--- src/common/isr_pkg.sv ---
// package: shared constants and carriers of the status reporting block
package isr_pkg;
    localparam int QUES_W = 16;
    localparam int STD_W  = 8;
    localparam int STB_W  = 8;
    // status byte bit positions
    localparam int STB_ERRQ = 2;
    localparam int STB_QUES = 3;
    localparam int STB_MAV  = 4;
    localparam int STB_STD  = 5;
    localparam int STB_RQS  = 6;
    // standard event bit positions, then the questionable overload bit
    localparam int STD_OPC  = 0;
    localparam int STD_QRY  = 2;
    localparam int STD_DEV  = 3;
    localparam int STD_EXE  = 4;
    localparam int STD_CMD  = 5;
    localparam int STD_PON  = 7;
    localparam int QUES_OVLD = 0;
    // implemented bits, the others read zero; then the reset values
    localparam logic [QUES_W-1:0] QUES_USED = 16'h03B1;
    localparam logic [STD_W-1:0]  STD_USED  = 8'hBD;
    localparam logic [STB_W-1:0]  STB_RST   = 8'h00;
    localparam logic [QUES_W-1:0] QUES_RST  = 16'h0000;
    localparam logic [STD_W-1:0]  STD_RST   = 8'h00;

    typedef enum logic [3:0] {
        OP_CLS, OP_SRE_WR, OP_SRE_RD, OP_ESE_WR, OP_ESE_RD, OP_ESR_RD,
        OP_STB_RD, OP_QCOND_RD, OP_QEVEN_RD, OP_QENAB_WR, OP_QENAB_RD,
        OP_PRESET, OP_PSC_WR, OP_PSC_RD, OP_OPC, OP_NOP
    } isr_op_t;

    typedef struct packed {
        logic            valid;
        isr_op_t         op;
        logic [15:0]     data;
    } isr_cmd_t;

    typedef struct packed {
        logic            valid;
        logic [15:0]     data;
    } isr_rsp_t;

    typedef struct packed {
        logic            query_err;
        logic            dev_err;
        logic            exe_err;
        logic            cmd_err;
    } isr_evt_t;
endpackage

--- src/verilog/isr_status.sv ---
// module: status registers, service request and serial poll of the instrument
`timescale 1ns/10ps
// What this block does
// - event read clears whole event register and its summary bit
// - request mask cleared by zero write, power-on setting
// - request mask selects bits driving request line
// - request flag rising asserts service request
// - serial poll returns byte, clears flag, releases
// - serial poll answered at once by hardware
// - status query equals poll except bit 6, which holds the live summary
// - status query waits for completion, never clears request
// - message flag set while output data waits
// - device clear empties output buffer, responsive
// - clear status clears events and error queue
// - operation complete set after all commands finish
// - standard events summarised into status bit five
// - overload, temperature, lock loss questionable bits
// - mod overload, calibration, external timebase bits
// - unused questionable bits read zero
// - enabled questionable events form summary bit
// - questionable events cleared by clear or read
// - questionable mask cleared at power-on, preset, zero
// - query error bit on buffer faults
// - device, execution, syntax error bits; unused zero
// - power-on bit set after power comes on
// - enabled standard events form summary bit
// - error queue, questionable summary; unused bits zero
// - event bits latch and stay until cleared
// - condition registers follow state, never cleared
module isr_status #(
    parameter int QW = isr_pkg::QUES_W
) (
    input  wire logic                      core_clk,
    input  wire logic                      sys_rst,
    input  wire isr_pkg::isr_cmd_t         cmd,
    output logic                           cmd_ready,
    output isr_pkg::isr_rsp_t              rsp,
    input  wire logic                      spoll_req,
    output logic                           spoll_valid,
    output logic [isr_pkg::STB_W-1:0]      spoll_byte,
    output logic                           srq,
    input  wire logic [QW-1:0]             ques_cond,
    input  wire isr_pkg::isr_evt_t         std_evt,
    input  wire logic                      ops_idle,
    input  wire logic                      errq_not_empty,
    input  wire logic                      out_pending,
    input  wire logic                      dev_clear,
    input  wire logic                      psc_stored,
    input  wire logic [isr_pkg::STB_W-1:0] sre_stored,
    input  wire logic [isr_pkg::STD_W-1:0] ese_stored,
    output logic                           out_flush,
    output logic                           errq_clear,
    output logic                           output_disable,
    output logic                           psc_setting
);
    import isr_pkg::*;

    // the bit map of the questionable group is fixed at 16 bits
    if (QW != QUES_W) begin : g_qw_check
        $error("questionable width must be 16");
    end

    // ----------------------------------------------------------------
    // state
    // ----------------------------------------------------------------
    logic [QW-1:0]    qcond_reg, qcond_next, qev_reg, qev_next, qen_reg, qen_next;
    logic [STD_W-1:0] sev_reg, sev_next, ese_reg, ese_next;
    logic [STB_W-1:0] sre_reg, sre_next;
    logic             psc_reg, psc_next;
    logic             boot_reg, boot_next;
    logic             opc_pend_reg, opc_pend_next;
    logic             stb_wait_reg, stb_wait_next;
    logic             mss_prev_reg, mss_prev_next;
    logic             rqs_reg, rqs_next;
    isr_rsp_t         rsp_reg, rsp_next;
    logic             spv_reg, spv_next;
    logic [STB_W-1:0] spb_reg, spb_next;
    logic             flush_reg, flush_next, errqc_reg, errqc_next;
    logic             odis_reg, odis_next;
    logic             ready_reg, ready_next;

    logic [STB_W-1:0] stb_cond;
    logic             mss;
    logic             is_cmd;

    // ----------------------------------------------------------------
    // status byte summary
    // ----------------------------------------------------------------
    always_comb begin
        stb_cond           = STB_RST;
        stb_cond[STB_ERRQ] = errq_not_empty;
        stb_cond[STB_QUES] = |(qev_reg & qen_reg);
        stb_cond[STB_MAV]  = out_pending;
        stb_cond[STB_STD]  = |(sev_reg & ese_reg);
        mss                = |(stb_cond & sre_reg);
    end

    // ----------------------------------------------------------------
    // next state
    // ----------------------------------------------------------------
    always_comb begin
        logic [QW-1:0]    qset;
        logic [STD_W-1:0] sset;
        logic             qrd_clr, srd_clr, cls;
        qset = '0;
        sset = '0;
        qrd_clr = 1'b0;
        srd_clr = 1'b0;
        cls = 1'b0;
        is_cmd = cmd.valid && ready_reg;
        qcond_next = ques_cond & QUES_USED;
        qen_next = qen_reg;
        ese_next = ese_reg;
        sre_next = sre_reg;
        psc_next = psc_reg;
        boot_next = 1'b0;
        opc_pend_next = opc_pend_reg;
        stb_wait_next = stb_wait_reg;
        rsp_next = '0;
        flush_next = dev_clear;
        errqc_next = 1'b0;
        odis_next = qcond_reg[QUES_OVLD];
        if (boot_reg) begin
            psc_next = psc_stored;
            sre_next = psc_stored ? STB_RST : sre_stored;
            ese_next = psc_stored ? STD_RST : ese_stored;
            qen_next = QUES_RST;
            sset[STD_PON] = 1'b1;
        end
        if (is_cmd) begin
            rsp_next.valid = 1'b1;
            case (cmd.op)
                OP_CLS: begin
                    cls = 1'b1;
                    errqc_next = 1'b1;
                    opc_pend_next = 1'b0;
                end
                OP_SRE_WR: begin
                    sre_next = cmd.data[STB_W-1:0] & ~(8'h40);
                    rsp_next.valid = 1'b0;
                end
                OP_SRE_RD:   rsp_next.data = {8'h00, sre_reg};
                OP_ESE_WR: begin
                    ese_next = cmd.data[STD_W-1:0];
                    rsp_next.valid = 1'b0;
                end
                OP_ESE_RD:   rsp_next.data = {8'h00, ese_reg};
                OP_ESR_RD: begin
                    rsp_next.data = {8'h00, sev_reg};
                    srd_clr = 1'b1;
                end
                OP_STB_RD: begin
                    // result waits until earlier work is finished
                    rsp_next.valid = 1'b0;
                    stb_wait_next = 1'b1;
                end
                OP_QCOND_RD: rsp_next.data = qcond_reg;
                OP_QEVEN_RD: begin
                    rsp_next.data = qev_reg;
                    qrd_clr = 1'b1;
                end
                OP_QENAB_WR: begin
                    qen_next = cmd.data & QUES_USED;
                    rsp_next.valid = 1'b0;
                end
                OP_QENAB_RD: rsp_next.data = qen_reg;
                OP_PRESET: begin
                    qen_next = QUES_RST;
                    rsp_next.valid = 1'b0;
                end
                OP_PSC_WR: begin
                    psc_next = cmd.data[0];
                    rsp_next.valid = 1'b0;
                end
                OP_PSC_RD:   rsp_next.data = {15'h0000, psc_reg};
                OP_OPC: begin
                    opc_pend_next = 1'b1;
                    rsp_next.valid = 1'b0;
                end
                default:     rsp_next.valid = 1'b0;
            endcase
        end
        if (stb_wait_reg && ops_idle) begin
            // bit 6 follows the live summary, so this read clears nothing
            rsp_next.valid = 1'b1;
            rsp_next.data = {8'h00, stb_cond | {1'b0, mss, 6'h00}};
            stb_wait_next = 1'b0;
        end
        if (dev_clear) begin
            stb_wait_next = 1'b0;
            opc_pend_next = 1'b0;
        end
        if (opc_pend_reg && ops_idle && !cls) begin
            sset[STD_OPC] = 1'b1;
            opc_pend_next = 1'b0;
        end
        sset[STD_QRY] = std_evt.query_err;
        sset[STD_DEV] = std_evt.dev_err;
        sset[STD_EXE] = std_evt.exe_err;
        sset[STD_CMD] = std_evt.cmd_err;
        qset = ques_cond & QUES_USED & ~qcond_reg;
        // a new event beats a clear in the same cycle
        qev_next = (qev_reg & ~{QW{qrd_clr | cls}}) | qset;
        sev_next = ((sev_reg & ~{STD_W{srd_clr | cls}}) | sset) & STD_USED;
        mss_prev_next = mss;
        rqs_next = rqs_reg;
        if (spoll_req) rqs_next = 1'b0;
        if (mss && !mss_prev_reg) rqs_next = 1'b1;
        spv_next = spoll_req;
        spb_next = spoll_req ? (stb_cond | {1'b0, rqs_reg, 6'h00}) : spb_reg;
        ready_next = ~stb_wait_next;
    end

    // ----------------------------------------------------------------
    // registers
    // ----------------------------------------------------------------
    always_ff @(posedge core_clk or posedge sys_rst) begin
        if (sys_rst) begin
            qcond_reg <= QUES_RST;
            qev_reg <= QUES_RST;
            qen_reg <= QUES_RST;
            sev_reg <= STD_RST;
            ese_reg <= STD_RST;
            sre_reg <= STB_RST;
            psc_reg <= 1'b1;
            boot_reg <= 1'b1;
            opc_pend_reg <= 1'b0;
            stb_wait_reg <= 1'b0;
            mss_prev_reg <= 1'b0;
            rqs_reg <= 1'b0;
            rsp_reg <= '0;
            spv_reg <= 1'b0;
            spb_reg <= STB_RST;
            flush_reg <= 1'b0;
            errqc_reg <= 1'b0;
            odis_reg <= 1'b0;
            ready_reg <= 1'b0;
        end else begin
            qcond_reg <= qcond_next;
            qev_reg <= qev_next;
            qen_reg <= qen_next;
            sev_reg <= sev_next;
            ese_reg <= ese_next;
            sre_reg <= sre_next;
            psc_reg <= psc_next;
            boot_reg <= boot_next;
            opc_pend_reg <= opc_pend_next;
            stb_wait_reg <= stb_wait_next;
            mss_prev_reg <= mss_prev_next;
            rqs_reg <= rqs_next;
            rsp_reg <= rsp_next;
            spv_reg <= spv_next;
            spb_reg <= spb_next;
            flush_reg <= flush_next;
            errqc_reg <= errqc_next;
            odis_reg <= odis_next;
            ready_reg <= ready_next;
        end
    end

    assign cmd_ready      = ready_reg;
    assign rsp            = rsp_reg;
    assign spoll_valid    = spv_reg;
    assign spoll_byte     = spb_reg;
    assign srq            = rqs_reg;
    assign out_flush      = flush_reg;
    assign errq_clear     = errqc_reg;
    assign output_disable = odis_reg;
    assign psc_setting    = psc_reg;

    // ----------------------------------------------------------------
    // checks
    // ----------------------------------------------------------------
    srq_rise_a: assert property (@(posedge core_clk) disable iff (sys_rst)
        mss && !mss_prev_reg |=> srq) else $error("request not raised on summary rise");
    poll_clear_a: assert property (@(posedge core_clk) disable iff (sys_rst)
        spoll_req && !(mss && !mss_prev_reg) |=> !srq && spoll_valid)
        else $error("poll did not release request");
    poll_byte_a: assert property (@(posedge core_clk) disable iff (sys_rst)
        spoll_req |=> spoll_byte[STB_RQS] == $past(rqs_reg))
        else $error("poll byte bit 6 wrong");
    qev_clear_a: assert property (@(posedge core_clk) disable iff (sys_rst)
        is_cmd && cmd.op == OP_QEVEN_RD && ques_cond == qcond_reg |=> qev_reg == '0)
        else $error("questionable event not cleared by read");
    ques_zero_a: assert property (@(posedge core_clk) disable iff (sys_rst)
        ((qev_reg | qcond_reg | qen_reg) & ~QUES_USED) == '0)
        else $error("unused questionable bit set");
    sev_hold_a: assert property (@(posedge core_clk) disable iff (sys_rst)
        sev_reg[STD_CMD] && !(is_cmd && cmd.op inside {OP_CLS, OP_ESR_RD})
        |=> sev_reg[STD_CMD]) else $error("event bit lost");
    stb_wait_a: assert property (@(posedge core_clk) disable iff (sys_rst)
        stb_wait_reg && !ops_idle && !dev_clear |=> !rsp.valid)
        else $error("status query answered too early");
    pon_bit_a: assert property (@(posedge core_clk) disable iff (sys_rst)
        boot_reg |=> sev_reg[STD_PON] && qen_reg == '0)
        else $error("power-on event missing");
    sre_zero_a: assert property (@(posedge core_clk) disable iff (sys_rst)
        is_cmd && cmd.op == OP_SRE_WR && cmd.data == 16'h0000 && !boot_reg
        |=> sre_reg == '0 && !mss) else $error("request mask not cleared");

    // ----------------------------------------------------------------
    // checks: command port and status query
    // ----------------------------------------------------------------
    ready_low_a: assert property (@(posedge core_clk) disable iff (sys_rst)
        stb_wait_reg |-> !cmd_ready)
        else $error("command port open while query waits");
    stb_answer_a: assert property (@(posedge core_clk) disable iff (sys_rst)
        stb_wait_reg && ops_idle |=> rsp.valid && rsp.data[STB_RQS] == $past(mss))
        else $error("status query answer wrong");
    srq_keep_a: assert property (@(posedge core_clk) disable iff (sys_rst)
        srq && !spoll_req |=> srq)
        else $error("request dropped without a poll");
    qen_preset_a: assert property (@(posedge core_clk) disable iff (sys_rst)
        is_cmd && cmd.op == OP_PRESET |=> qen_reg == '0)
        else $error("preset left questionable mask set");
    qen_zero_a: assert property (@(posedge core_clk) disable iff (sys_rst)
        is_cmd && cmd.op == OP_QENAB_WR && cmd.data == 16'h0000 |=> qen_reg == '0)
        else $error("zero write left questionable mask set");
    cls_clear_a: assert property (@(posedge core_clk) disable iff (sys_rst)
        is_cmd && cmd.op == OP_CLS && ques_cond == qcond_reg |=> errq_clear && qev_reg == '0)
        else $error("clear status incomplete");
    flush_clear_a: assert property (@(posedge core_clk) disable iff (sys_rst)
        dev_clear |=> out_flush && !stb_wait_reg)
        else $error("device clear not carried out");
    opc_set_a: assert property (@(posedge core_clk) disable iff (sys_rst)
        opc_pend_reg && ops_idle && !(is_cmd && cmd.op == OP_CLS) |=> sev_reg[STD_OPC])
        else $error("operation complete not flagged");
    psc_write_a: assert property (@(posedge core_clk) disable iff (sys_rst)
        is_cmd && cmd.op == OP_PSC_WR |=> psc_setting == $past(cmd.data[0]))
        else $error("power-on clear setting not stored");
    sre_boot_a: assert property (@(posedge core_clk) disable iff (sys_rst)
        boot_reg |=> sre_reg == ($past(psc_stored) ? STB_RST : $past(sre_stored)))
        else $error("request mask wrong after power-on");

    // ----------------------------------------------------------------
    // checks: request line and serial poll
    // ----------------------------------------------------------------
    srq_source_a: assert property (@(posedge core_clk) disable iff (sys_rst)
        !srq && !(mss && !mss_prev_reg) |=> !srq)
        else $error("request raised without enabled summary rise");
    spv_pulse_a: assert property (@(posedge core_clk) disable iff (sys_rst)
        !spoll_req |=> !spoll_valid)
        else $error("poll answer without poll");
    poll_mav_a: assert property (@(posedge core_clk) disable iff (sys_rst)
        spoll_req |=> spoll_byte[STB_MAV] == $past(out_pending))
        else $error("message flag wrong in poll byte");
    poll_errq_a: assert property (@(posedge core_clk) disable iff (sys_rst)
        spoll_req |=> spoll_byte[STB_ERRQ] == $past(errq_not_empty))
        else $error("error queue flag wrong in poll byte");
    poll_unused_a: assert property (@(posedge core_clk) disable iff (sys_rst)
        (spoll_byte & 8'h83) == 8'h00)
        else $error("unused poll bit set");
    poll_ques_a: assert property (@(posedge core_clk) disable iff (sys_rst)
        spoll_req |=> spoll_byte[STB_QUES] == |($past(qev_reg) & $past(qen_reg)))
        else $error("questionable summary wrong in poll byte");
    poll_std_a: assert property (@(posedge core_clk) disable iff (sys_rst)
        spoll_req |=> spoll_byte[STB_STD] == |($past(sev_reg) & $past(ese_reg)))
        else $error("standard event summary wrong in poll byte");

    // ----------------------------------------------------------------
    // checks: event groups
    // ----------------------------------------------------------------
    qev_latch_a: assert property (@(posedge core_clk) disable iff (sys_rst)
        1'b1 |=> (qev_reg & qcond_reg & ~$past(qcond_reg)) == (qcond_reg & ~$past(qcond_reg)))
        else $error("condition rise not latched");
    qcond_live_a: assert property (@(posedge core_clk) disable iff (sys_rst)
        1'b1 |=> qcond_reg == ($past(ques_cond) & QUES_USED))
        else $error("condition register not following state");
    odis_follow_a: assert property (@(posedge core_clk) disable iff (sys_rst)
        1'b1 |=> output_disable == $past(qcond_reg[QUES_OVLD]))
        else $error("output not disabled on overload");
    sev_unused_a: assert property (@(posedge core_clk) disable iff (sys_rst)
        (sev_reg & ~STD_USED) == '0)
        else $error("unused standard event bit set");
endmodule
--- config.mk ---
export PLATFORM = sky130hd
export DESIGN_NAME = isr_status
export DESIGN_NICKNAME = d
export VERILOG_FILES = /design/src/common/isr_pkg.sv /design/src/verilog/isr_status.sv
export SDC_FILE = /design/constraint.sdc
export NUM_CORES = 1
export LEC_CHECK = 0
export BUFFER_PORTS_ARGS = -buffer_cell sky130_fd_sc_hd__buf_4
export CAP_MARGIN = 20
export CELL_PAD_IN_SITES_DETAIL_PLACEMENT = 0
export CELL_PAD_IN_SITES_GLOBAL_PLACEMENT = 1
export CORE_ASPECT_RATIO = 0.6
export CORE_MARGIN = 2
export CORE_UTILIZATION = 42
export CTS_CLUSTER_SIZE = 25
export DETAILED_ROUTE_END_ITERATION = 8
export PLACE_DENSITY = 0.79
export SLEW_MARGIN = 20
export SYNTH_ARGS = -nofsm -noshare
export SYNTH_HDL_FRONTEND = slang
export SYNTH_SLANG_ARGS = --single-unit
--- constraint.sdc ---
create_clock -name core_clk -period 3.7 [get_ports core_clk]
set_input_delay 0.185 -clock core_clk [delete_from_list [all_inputs] [get_ports core_clk]]
set_output_delay 0.185 -clock core_clk [all_outputs]
set_load 0.03 [all_outputs]
==> results.json, run 1 <==
{
  "power_leakage_uw": 0.00237,
  "slew_viol_final": 0,
  "track_usage_pct": 21.2,
  "clockRootBuffer": "clkbuf_16",
  "dr_wl_met2_um": 4260,
  "min_from": "std_evt[0]",
  "rows": 28,
  "syn_to_final_growth_pct": 24.2,
  "drtAntennaViolNets": 0,
  "postSynth.asyncResetShare_pct": 100,
  "cts_buffers": 9,
  "rsz0062_at_grt": "no",
  "gp_congestion": 0.903,
  "die_w_um": 132,
  "crit_path_end_kind": "flop",
  "synthCells": 377,
  "grt_pass1_vias": 3069,
  "hpwlAfterDp_um": 7760,
  "finalSetupViolations": 0,
  "wirelength_um": 10800,
  "hold_buffers": 8,
  "io_pins": 97,
  "syn_avg_cell_area_um2": 11.0,
  "overflow": 0,
  "whs_ns": 0.0159,
  "fillers": 902,
  "cts_num_sinks": 93,
  "crit_path_top_delay_cell": "nor2b_1",
  "total_power_uw": 2320,
  "cap_violations": 0,
  "max_clock_freq_mhz": 474,
  "wl_per_cell_um": 18.2,
  "critPathMaxStageDelay_ns": 0.85,
  "met1Wirelength_um": 5550,
  "dr.max_layer_used": "met4",
  "required_ns": 3.95,
  "grt_pass1_wl_um": 17100,
  "initial_utilization_pct": 42.6,
  "diodes": 0,
  "ys.flop_type": "dfrtp_1",
  "clockBufferDepth": 2,
  "wl_met3_um": 850,
  "path_class": "reg -> reg",
  "fin_crit_sh_pct": 57.0,
  "design.core.area_um2": 9740,
  "via_count": 3243,
  "skew_ns": 0.00647,
  "antenna_found_initial": 0,
  "synth-edff-count": 0,
  "ctsResizeCount": 0,
  "drive_gt1_share_pct": 23.1,
  "largest_reg_flops": 17,
  "crit-reg2reg-launch": "boot_reg",
  "cts_tree": "built",
  "crit_fanout": 20,
  "final_nets": 521,
  "outcome": "finished clean",
  "hp-class": "in -> reg",
  "cts_setup_buffers": 0,
  "drt_iter0_markers": 282,
  "fin_crit_ns": 2.11,
  "cp.arrival_ns": 2.36,
  "path_cells": "nor2b_1 -> a21oi_1 -> o21ai_0",
  "dieArea_um2": 10700,
  "final.setup.tns_ns": 0,
  "insertion_delay_ns": 0.35,
  "worst_slew_pin_slew_ns": 0.997,
  "power_density_nw_per_um2": 449,
  "ys_seq_elements": 93,
  "ys_types": 51,
  "h-tree-depth": 3,
  "firstDrtPassIters": 6,
  "drc": 0,
  "critPathLaunchType": "flop",
  "yosysWarnings": 0,
  "slew_headroom_pct": 33.4,
  "ir_drop_uv": 299,
  "die_h_um": 81.0,
  "io_buffers": 77,
  "critPathLaunch": "boot_reg",
  "vias_per_cell": 5.46,
  "final_hold_viol_count": 0,
  "syn_area_um2": 4150,
  "grt_max_degree": 54,
  "post-place-ws_ns": 1.61,
  "worst_slack_ns": 1.59,
  "ys_seq_area_share_pct": 56.2,
  "cts.reportedPaths.clkPinSlew_ns": 0.06
}
-- per-stage QoR --
| step | area [um^2] | cells | util, % |
|---|---|---|---|
| CTS | 5150 | 594 | 52.9 |
| global route | 5150 | 594 | 52.9 |
| global placement | 4790 | 572 | 49.2 |
| detailed placement | 4790 | 572 | 49.2 |
| floorplan | 4160 | 380 | - |
| finish | 5150 | 594 | 52.9 |
-- worst paths after layout --
check	cells past startpoint	endpoint	slack (ns)
max in group asynchronous	4	boot_reg	2.43
worst max register to register	3	ese_reg[0]	1.59
worst max-delay path	3	ese_reg[0]	1.59
worst min register to register	0	output_disable	0.39
min in group asynchronous	3	output_disable	0.50
worst min-delay path	2	sev_reg[5]	0.02
-- layout make-up --
class | instances | area [um^2] | area share, %
Clock buffer | 12 | 246 | 4.78
Clock inverter | 2 | 35.0 | 0.680
Inverter | 14 | 53.8 | 1.04
Multi-Input combinational cell | 251 | 1640 | 31.7
Sequential cell | 93 | 2330 | 45.2
Tap cell | 135 | 169 | 3.28
Timing Repair Buffer | 87 | 686 | 13.3
-- synth_stat cells, types with 6 or more instances --
cell type,instances,share of area (%)
nor2b_1,18,2.7
a21oi_1,26,3.1
and2_1,22,3.3
a221oi_1,6,1.3
buf_4,6,1.1
nand3b_1,6,1.1
nand2_1,22,2.0
o21ai_0,17,2.1
dfrtp_1,91,55
a22oi_1,9,1.6
a22o_1,13,2.7
inv_1,14,1.3
nor3_1,9,1.1
mux2i_1,10,2.4
nor2_1,25,2.3
a211oi_1,7,1.3
-- cells by family after synthesis --
kind of cell | count (synthesis) | synth area share [%]
flops | 93 | 56.2
simple gates | 121 | 16.3
mux | 16 | 4.13
buf+inv | 36 | 4.70
compound gates | 110 | 18.6
other cells | 1 | 0.0904
-- cells in the final DEF (no fill, tap or decap), types with 3 or more instances in the layout --
cell	Yosys	routed
a22oi_1	9	9
dfrtp_1	91	91
nand3_1	4	4
and2_1	22	22
nor3_1	9	9
clkbuf_16	0	9
dlygate4sd3_1	0	8
a21oi_1	26	26
a21boi_0	3	3
nand2_1	22	22
nor2_1	25	25
nand2b_1	5	5
a222oi_1	4	4
buf_4	6	78
a21o_1	5	5
a211oi_1	7	7
inv_1	14	13
o221ai_1	3	3
mux2i_1	10	10
a221oi_1	6	6
o21ai_0	17	17
nand3b_1	6	6
mux2_2	4	4
conb_1	1	4
nor2b_1	18	18
a22o_1	13	13
-- worst max-delay path, delay by kind of cell (launching register included) --
family             cells  cell delay (ns)
and+or+nand+nor        1             0.85
DFF                    1             0.79
AOI/OAI and AO/OA      2             0.38
-- power breakdown --
part	switching (uW)	total (uW)	leakage [uW]	internal [uW]
registers	44.5	1120	0.00118	1070
logic	179	309	0.00105	129
clock network	357	891	0.000139	533
total	581	2320	0.00237	1730
-- layer usage --
metal	vias up	global-route usage, %
met1	1587	32.5
met2	142	29.3
li1	1501	-
met5	-	0
met4	0	5.91
met3	13	5.68
(Power assumes the default switching activity.)
==> run 2, diff against run 1 <==
Settings changed: ABC_AREA from default to 1, CORE_UTILIZATION 42 to 39, PLACE_DENSITY 0.79 to 0.78.
Clock period 3.7 ns to 2 ns, I/O delays scaled along.
==> results.json, run 2 <==
{
  "grt_max_degree": 94,
  "syn_area_um2": 4190,
  "die_w_um": 138,
  "cap_violations": 0,
  "crit_family": "buffers and inverters",
  "whs_ns": 0.0162,
  "postSynth.asyncResetShare_pct": 100,
  "cts_num_sinks": 93,
  "max_clock_freq_mhz": 651,
  "rows": 29,
  "combPwrFrac_pct": 12.9,
  "critPathLaunchType": "flop",
  "wl_per_cell_um": 14.6,
  "hold_depth": 3,
  "slew_headroom_pct": 61.0,
  "placed_cells": 724,
  "worst_slack_ns": 0.465,
  "drive_gt1_share_pct": 19.0,
  "yosysWarnings": 0,
  "rsz0062_at_grt": "no",
  "intPower_uw": 3490,
  "post-place-ws_ns": 0.478,
  "synth-edff-count": 0,
  "min_from": "cmd[7]",
  "fin_util_pct": 52.5,
  "r2r-end": "sre_reg[7]",
  "clockRootBuffer": "clkbuf_16",
  "rrSetupSlack_ns": 0.47,
  "required_ns": 2.23,
  "largest_reg_flops": 17,
  "path_class": "reg -> reg",
  "drc": 0,
  "drt_iter0_markers": 248,
  "finalSetupViolations": 0,
  "power_switching_uw": 1160,
  "wirelength_um": 11100,
  "power_density_nw_per_um2": 841,
  "hp-class": "in -> reg",
  "design.core.area_um2": 10500,
  "worst-path-buf-inv": 4,
  "fillers": 993,
  "ir_drop_uv": 439,
  "p_clk_share_pct": 42.6,
  "skew_ns": 0.00384,
  "critPathMaxStageDelay_ns": 0.41,
  "power_leakage_uw": 0.00296,
  "crit_path_top_delay_cell": "dfrtp_1",
  "firstDrtPassIters": 4,
  "clockBufferDepth": 2,
  "h-tree-depth": 3,
  "cts_setup_buffers": 0,
  "diodes": 0,
  "worst_slew_pin_slew_ns": 0.583,
  "vias_per_cell": 4.77,
  "mostFrequentLayoutCell": "nand2_1",
  "overflow": 0,
  "antenna_found_initial": 0,
  "via_count": 3627,
  "dieArea_um2": 11600,
  "synth_top_cell_by_area": "dfrtp_1",
  "insertion_delay_ns": 0.34,
  "gp_congestion": 0.882,
  "ys.flop_type": "dfrtp_1",
  "grt_pass1_wl_um": 17700,
  "worst-r2r-cell-count": 8,
  "ys_seq_elements": 93,
  "slew_viol_final": 0,
  "syn_avg_cell_area_um2": 8.21,
  "grt_pass1_vias": 3435,
  "hpwlAfterDp_um": 7950,
  "final_cell_mix": "nand2_1 (135), inv_1 (98), dfrtp_1 (91), buf_4 (87), nor2_1 (62)",
  "yosysMostFrequentCell": "nand2_1",
  "crit_fanout": 19,
  "crit-reg2reg-launch": "cmd_ready",
  "crit_path_end_kind": "flop",
  "cp.arrival_ns": 1.77,
  "syn_to_final_growth_pct": 31.9,
  "synth.top_cells.by_area": "dfrtp_1 (54%), nand2_1 (12%), inv_1 (8.9%)",
  "path_cells": "nand2_1 -> inv_1 -> buf_4 -> nand4_1 -> buf_4 -> o221ai_1 -> o21ai_0 -> inv_1",
  "initial_utilization_pct": 39.8,
  "yosys-top-cells-count": "nand2_1 (135), inv_1 (99), dfrtp_1 (91), nor2_1 (62), o21ai_0 (25)",
  "fin_crit_ns": 1.53,
  "cts_buffers": 9,
  "ys_types": 31,
  "die_h_um": 84.2,
  "cts.reportedPaths.clkPinSlew_ns": 0.06,
  "synth.top_cell.area_share_pct": 54.4,
  "swShare_pct": 25.0,
  "cts_tree": "built",
  "final_nets": 682,
  "ys_seq_area_share_pct": 55.7,
  "track_usage_pct": 20.3,
  "seqPwrFrac_pct": 44.5,
  "io_buffers": 77,
  "synthCells": 510,
  "final_hold_viol_count": 0,
  "final.setup.tns_ns": 0,
  "drtAntennaViolNets": 0,
  "hold_end": "qen_reg[7]",
  "io_pins": 97,
  "fin_cells": 761,
  "outcome": "finished clean",
  "fin_crit_sh_pct": 76.7
}
## run 2: changes by cell type after synthesis, sizes merged, moves of 9 or more
cell,before,now
nand3,4,13
nor2,25,64
o211ai,2,11
and2,22,0
mux2i,10,0
nand2,23,136
o22ai,2,14
a22o,13,0
inv,14,101
nor2b,18,0
a21oi,26,6
## run 2: repair_timing
item	CTS	global route
gates resized for setup	0	0
hold endpoints to repair	118	0
hold buffers	21	0
## run 2: power groups by stage
stage / Sequential, uW / Clock, uW / Combinational, uW
6_report: 2070 / 1980 / 597
5_1_grt: 2080 / 2120 / 665
4_1_cts: 2060 / 2010 / 601
3_5_place_dp: 2100 / 0 / 567
3_3_place_gp: 2100 / 0 / 558
2_1_floorplan: 2150 / 0 / 267
## run 2: layout make-up
cell class              count  area (um^2)  share of cell area [%]
inverters                 101          383                    6.94
clock inverters             6          110                    1.99
multi-input cells         303         1400                    25.4
clock buffers              10          239                    4.33
well taps                 139          174                    3.15
repair buffers            109          883                    16.0
flip-flops and latches     93         2330                    42.2
## run 2: metrics by stage
stage	total power [uW]	area [um^2]
after floorplan	2420	4200
after global placement	2650	4960
after detailed placement	2670	4960
after CTS	4680	5520
after global routing	4860	5520
final	4640	5520
## run 2: worst max path at each step
stage | from | end | slack (ns) | cells after the start
5_1_grt | cmd_ready | ese_reg[0] | 0.30 | 7
2_1_floorplan | cmd_ready | sre_reg[0] | 0.40 | 7
6_report | cmd_ready | sre_reg[7] | 0.47 | 8
4_1_cts | cmd_ready | sre_reg[7] | 0.46 | 8
3_3_place_gp | cmd[16] | rsp[1] | 0.50 | 8
3_5_place_dp | cmd_ready | sre_reg[7] | 0.48 | 8
## run 2: logic make-up (layout without fill, tap and decap cells)
| logic type | count (synthesis) | count (layout) | share of synthesized area (%) |
|---|---|---|---|
| AOI/OAI and AO/OA | 76 | 76 | 11.7 |
| buffers and inverters | 117 | 226 | 11.1 |
| DFF | 93 | 93 | 55.7 |
| other | 1 | 4 | 0.0896 |
| and+or+nand+nor | 223 | 223 | 21.5 |
## run 2: layer usage
layer  wire length [um]  track usage (%)  part of all wire (%)
met3                902             5.56                   8.1
met5                  0                0                     0
met1               5600             32.1                    50
met2               4500             27.2                    40
met4                131             4.64                   1.2
## run 2: worst min-delay path, delay by kind of cell
kind / cells / cell delay [ns]
buffers and inverters: 2 / 0.15
AOI/OAI and AO/OA: 1 / 0.08
==> run 3, diff against run 2 <==
Settings changed: CORE_UTILIZATION 39 to 35, PLACE_DENSITY 0.78 to 0.74.
Clock period 2 ns to 1.35 ns, I/O delays scaled along.
==> results.json, run 3 (synthesized netlist as in run 2, its figures left out) <==
{
  "grt_pass1_wl_um": 19400,
  "grt_util_met1_pct": 30.0,
  "cap_violations": 0,
  "critPathLaunchType": "flop",
  "io_buffers": 77,
  "wirelength_um": 12200,
  "drt_iter0_markers": 249,
  "fin_util_pct": 51.5,
  "critPathMaxStageDelay_ns": 0.54,
  "drc": 0,
  "finalSetupViolations": 0,
  "cts_buffers": 9,
  "grtUsageMet2_pct": 28.8,
  "slew_viol_final": 0,
  "crit_top_cell": "buf_4",
  "via_count": 3830,
  "ir_drop_uv": 617,
  "track_usage_pct": 19.8,
  "path_class": "reg -> reg",
  "die_h_um": 88.7,
  "mostFrequentLayoutCell": "nand2_1",
  "skew_ns": 0.00738,
  "diodes": 0,
  "final_hold_viol_count": 0,
  "cts_tree": "built",
  "crit_path_end_kind": "flop",
  "largest_reg_flops": 17,
  "fin_crit_sh_pct": 99.2,
  "total_power_uw": 6590,
  "fillers": 1152,
  "power_leakage_uw": 0.00316,
  "design.core.area_um2": 11500,
  "final_cell_mix": "nand2_1 (133), buf_4 (119), inv_1 (96), dfrtp_1 (90), nor2_1 (57)",
  "met3_usage_pct": 4.59,
  "busiest_layer": "met1",
  "clockRootBuffer": "clkbuf_16",
  "initial_utilization_pct": 36.4,
  "grt_pass1_vias": 3750,
  "h-tree-depth": 3,
  "rsz0062_at_grt": "yes",
  "syn_to_final_growth_pct": 41.3,
  "cts_setup_buffers": 0,
  "cts_num_sinks": 93,
  "firstDrtPassIters": 5,
  "antenna_found_initial": 0,
  "io_pins": 97,
  "vias_per_cell": 4.65,
  "drive_gt1_share_pct": 25.0,
  "grt_max_degree": 31,
  "insertion_delay_ns": 0.34,
  "cts.reportedPaths.clkPinSlew_ns": 0.07,
  "outcome": "finished clean",
  "die_w_um": 145,
  "crit_path_top_delay_cell": "dfstp_2",
  "drtAntennaViolNets": 0,
  "cp.arrival_ns": 1.57,
  "final_nets": 724,
  "crit_fanout": 11,
  "rows": 30,
  "hpwlAfterDp_um": 8980,
  "path_cells": "buf_4 -> a31oi_2 -> buf_4 -> a22oi_1 -> inv_1",
  "max_clock_freq_mhz": 747,
  "dieArea_um2": 12900,
  "clockBufferDepth": 2,
  "wl_per_cell_um": 14.8,
  "fin_crit_ns": 1.34,
  "gp_congestion": 0.822,
  "power_density_nw_per_um2": 1110,
  "overflow": 0,
  "required_ns": 1.58,
  "hp-class": "in -> reg"
}
-- run 3: what timing repair did --
| action | CTS | global route |
|---|---|---|
| setup endpoints to repair | 9 | 32 |
| gates resized for setup | 6 | 16 |
| hold buffers | 25 | 0 |
| hold endpoints to repair | 135 | 0 |
| cloned | 0 | 2 |
| pin swaps | 0 | 7 |
-- run 3: report_power, final --
part	total (uW)	switching, uW	internal (uW)
combinational	1020	581	440
sequential	3060	106	2960
clock	2500	1070	1430
total	6590	1760	4830
-- run 3: area by class of cell --
cell class                 instances  area [um^2]  area share (%)
sequential                        93         2330            39.4
multi-input combinational        304         1450            24.5
timing repair buffer             150         1250            21.2
inverter                         101          385            6.52
clock buffer                      10          229            3.87
tap                              160          200            3.39
clock inverter                     5         61.3            1.04
-- run 3: through the flow --
| stage | instance area [um^2] | setup TNS (ns) | setup WS (ns) | hold WS, ns | std cells |
|---|---|---|---|---|---|
| after floorplan | 4240 | -0.519 | -0.0647 | 0.0989 | 513 |
| after global placement | 5340 | 0 | 0.0109 | 0.0613 | 782 |
| after detailed placement | 5340 | -0.127 | -0.0272 | 0.0643 | 782 |
| after CTS | 5890 | 0 | 0.00192 | 0.00391 | 822 |
| after global routing | 5910 | -0.294 | -0.0585 | 0.0542 | 823 |
| final | 5910 | 0 | 0.0111 | 0.0192 | 823 |
-- run 3: metal layers --
| layer | part of all wire (%) | routed length (um) |
|---|---|---|
| met5 | 0 | 0 |
| met4 | 1.1 | 133 |
| met3 | 6.0 | 730 |
| met2 | 41 | 4940 |
| met1 | 52 | 6350 |
-- run 3: final timing paths --
path / from / end / slack, ns / cells past startpoint
max: boot_reg / qen_reg[4] / 0.01 / 5
min: ops_idle / sev_reg[0] / 0.02 / 3
max reg2reg: boot_reg / qen_reg[4] / 0.01 / 5
min reg2reg: qcond_reg[0] / output_disable / 0.41 / 0
max in group asynchronous: sys_rst / boot_reg / 0.56 / 4
min in group asynchronous: sys_rst / ese_reg[4] / 0.26 / 3
-- run 3: worst max-delay path: cells and delay by family, from the launching register on --
| family | cells | cell delay, ns |
|---|---|---|
| AO/OA/AOI/OAI | 2 | 0.22 |
| buffers and inverters | 3 | 0.46 |
| flip-flops | 1 | 0.54 |
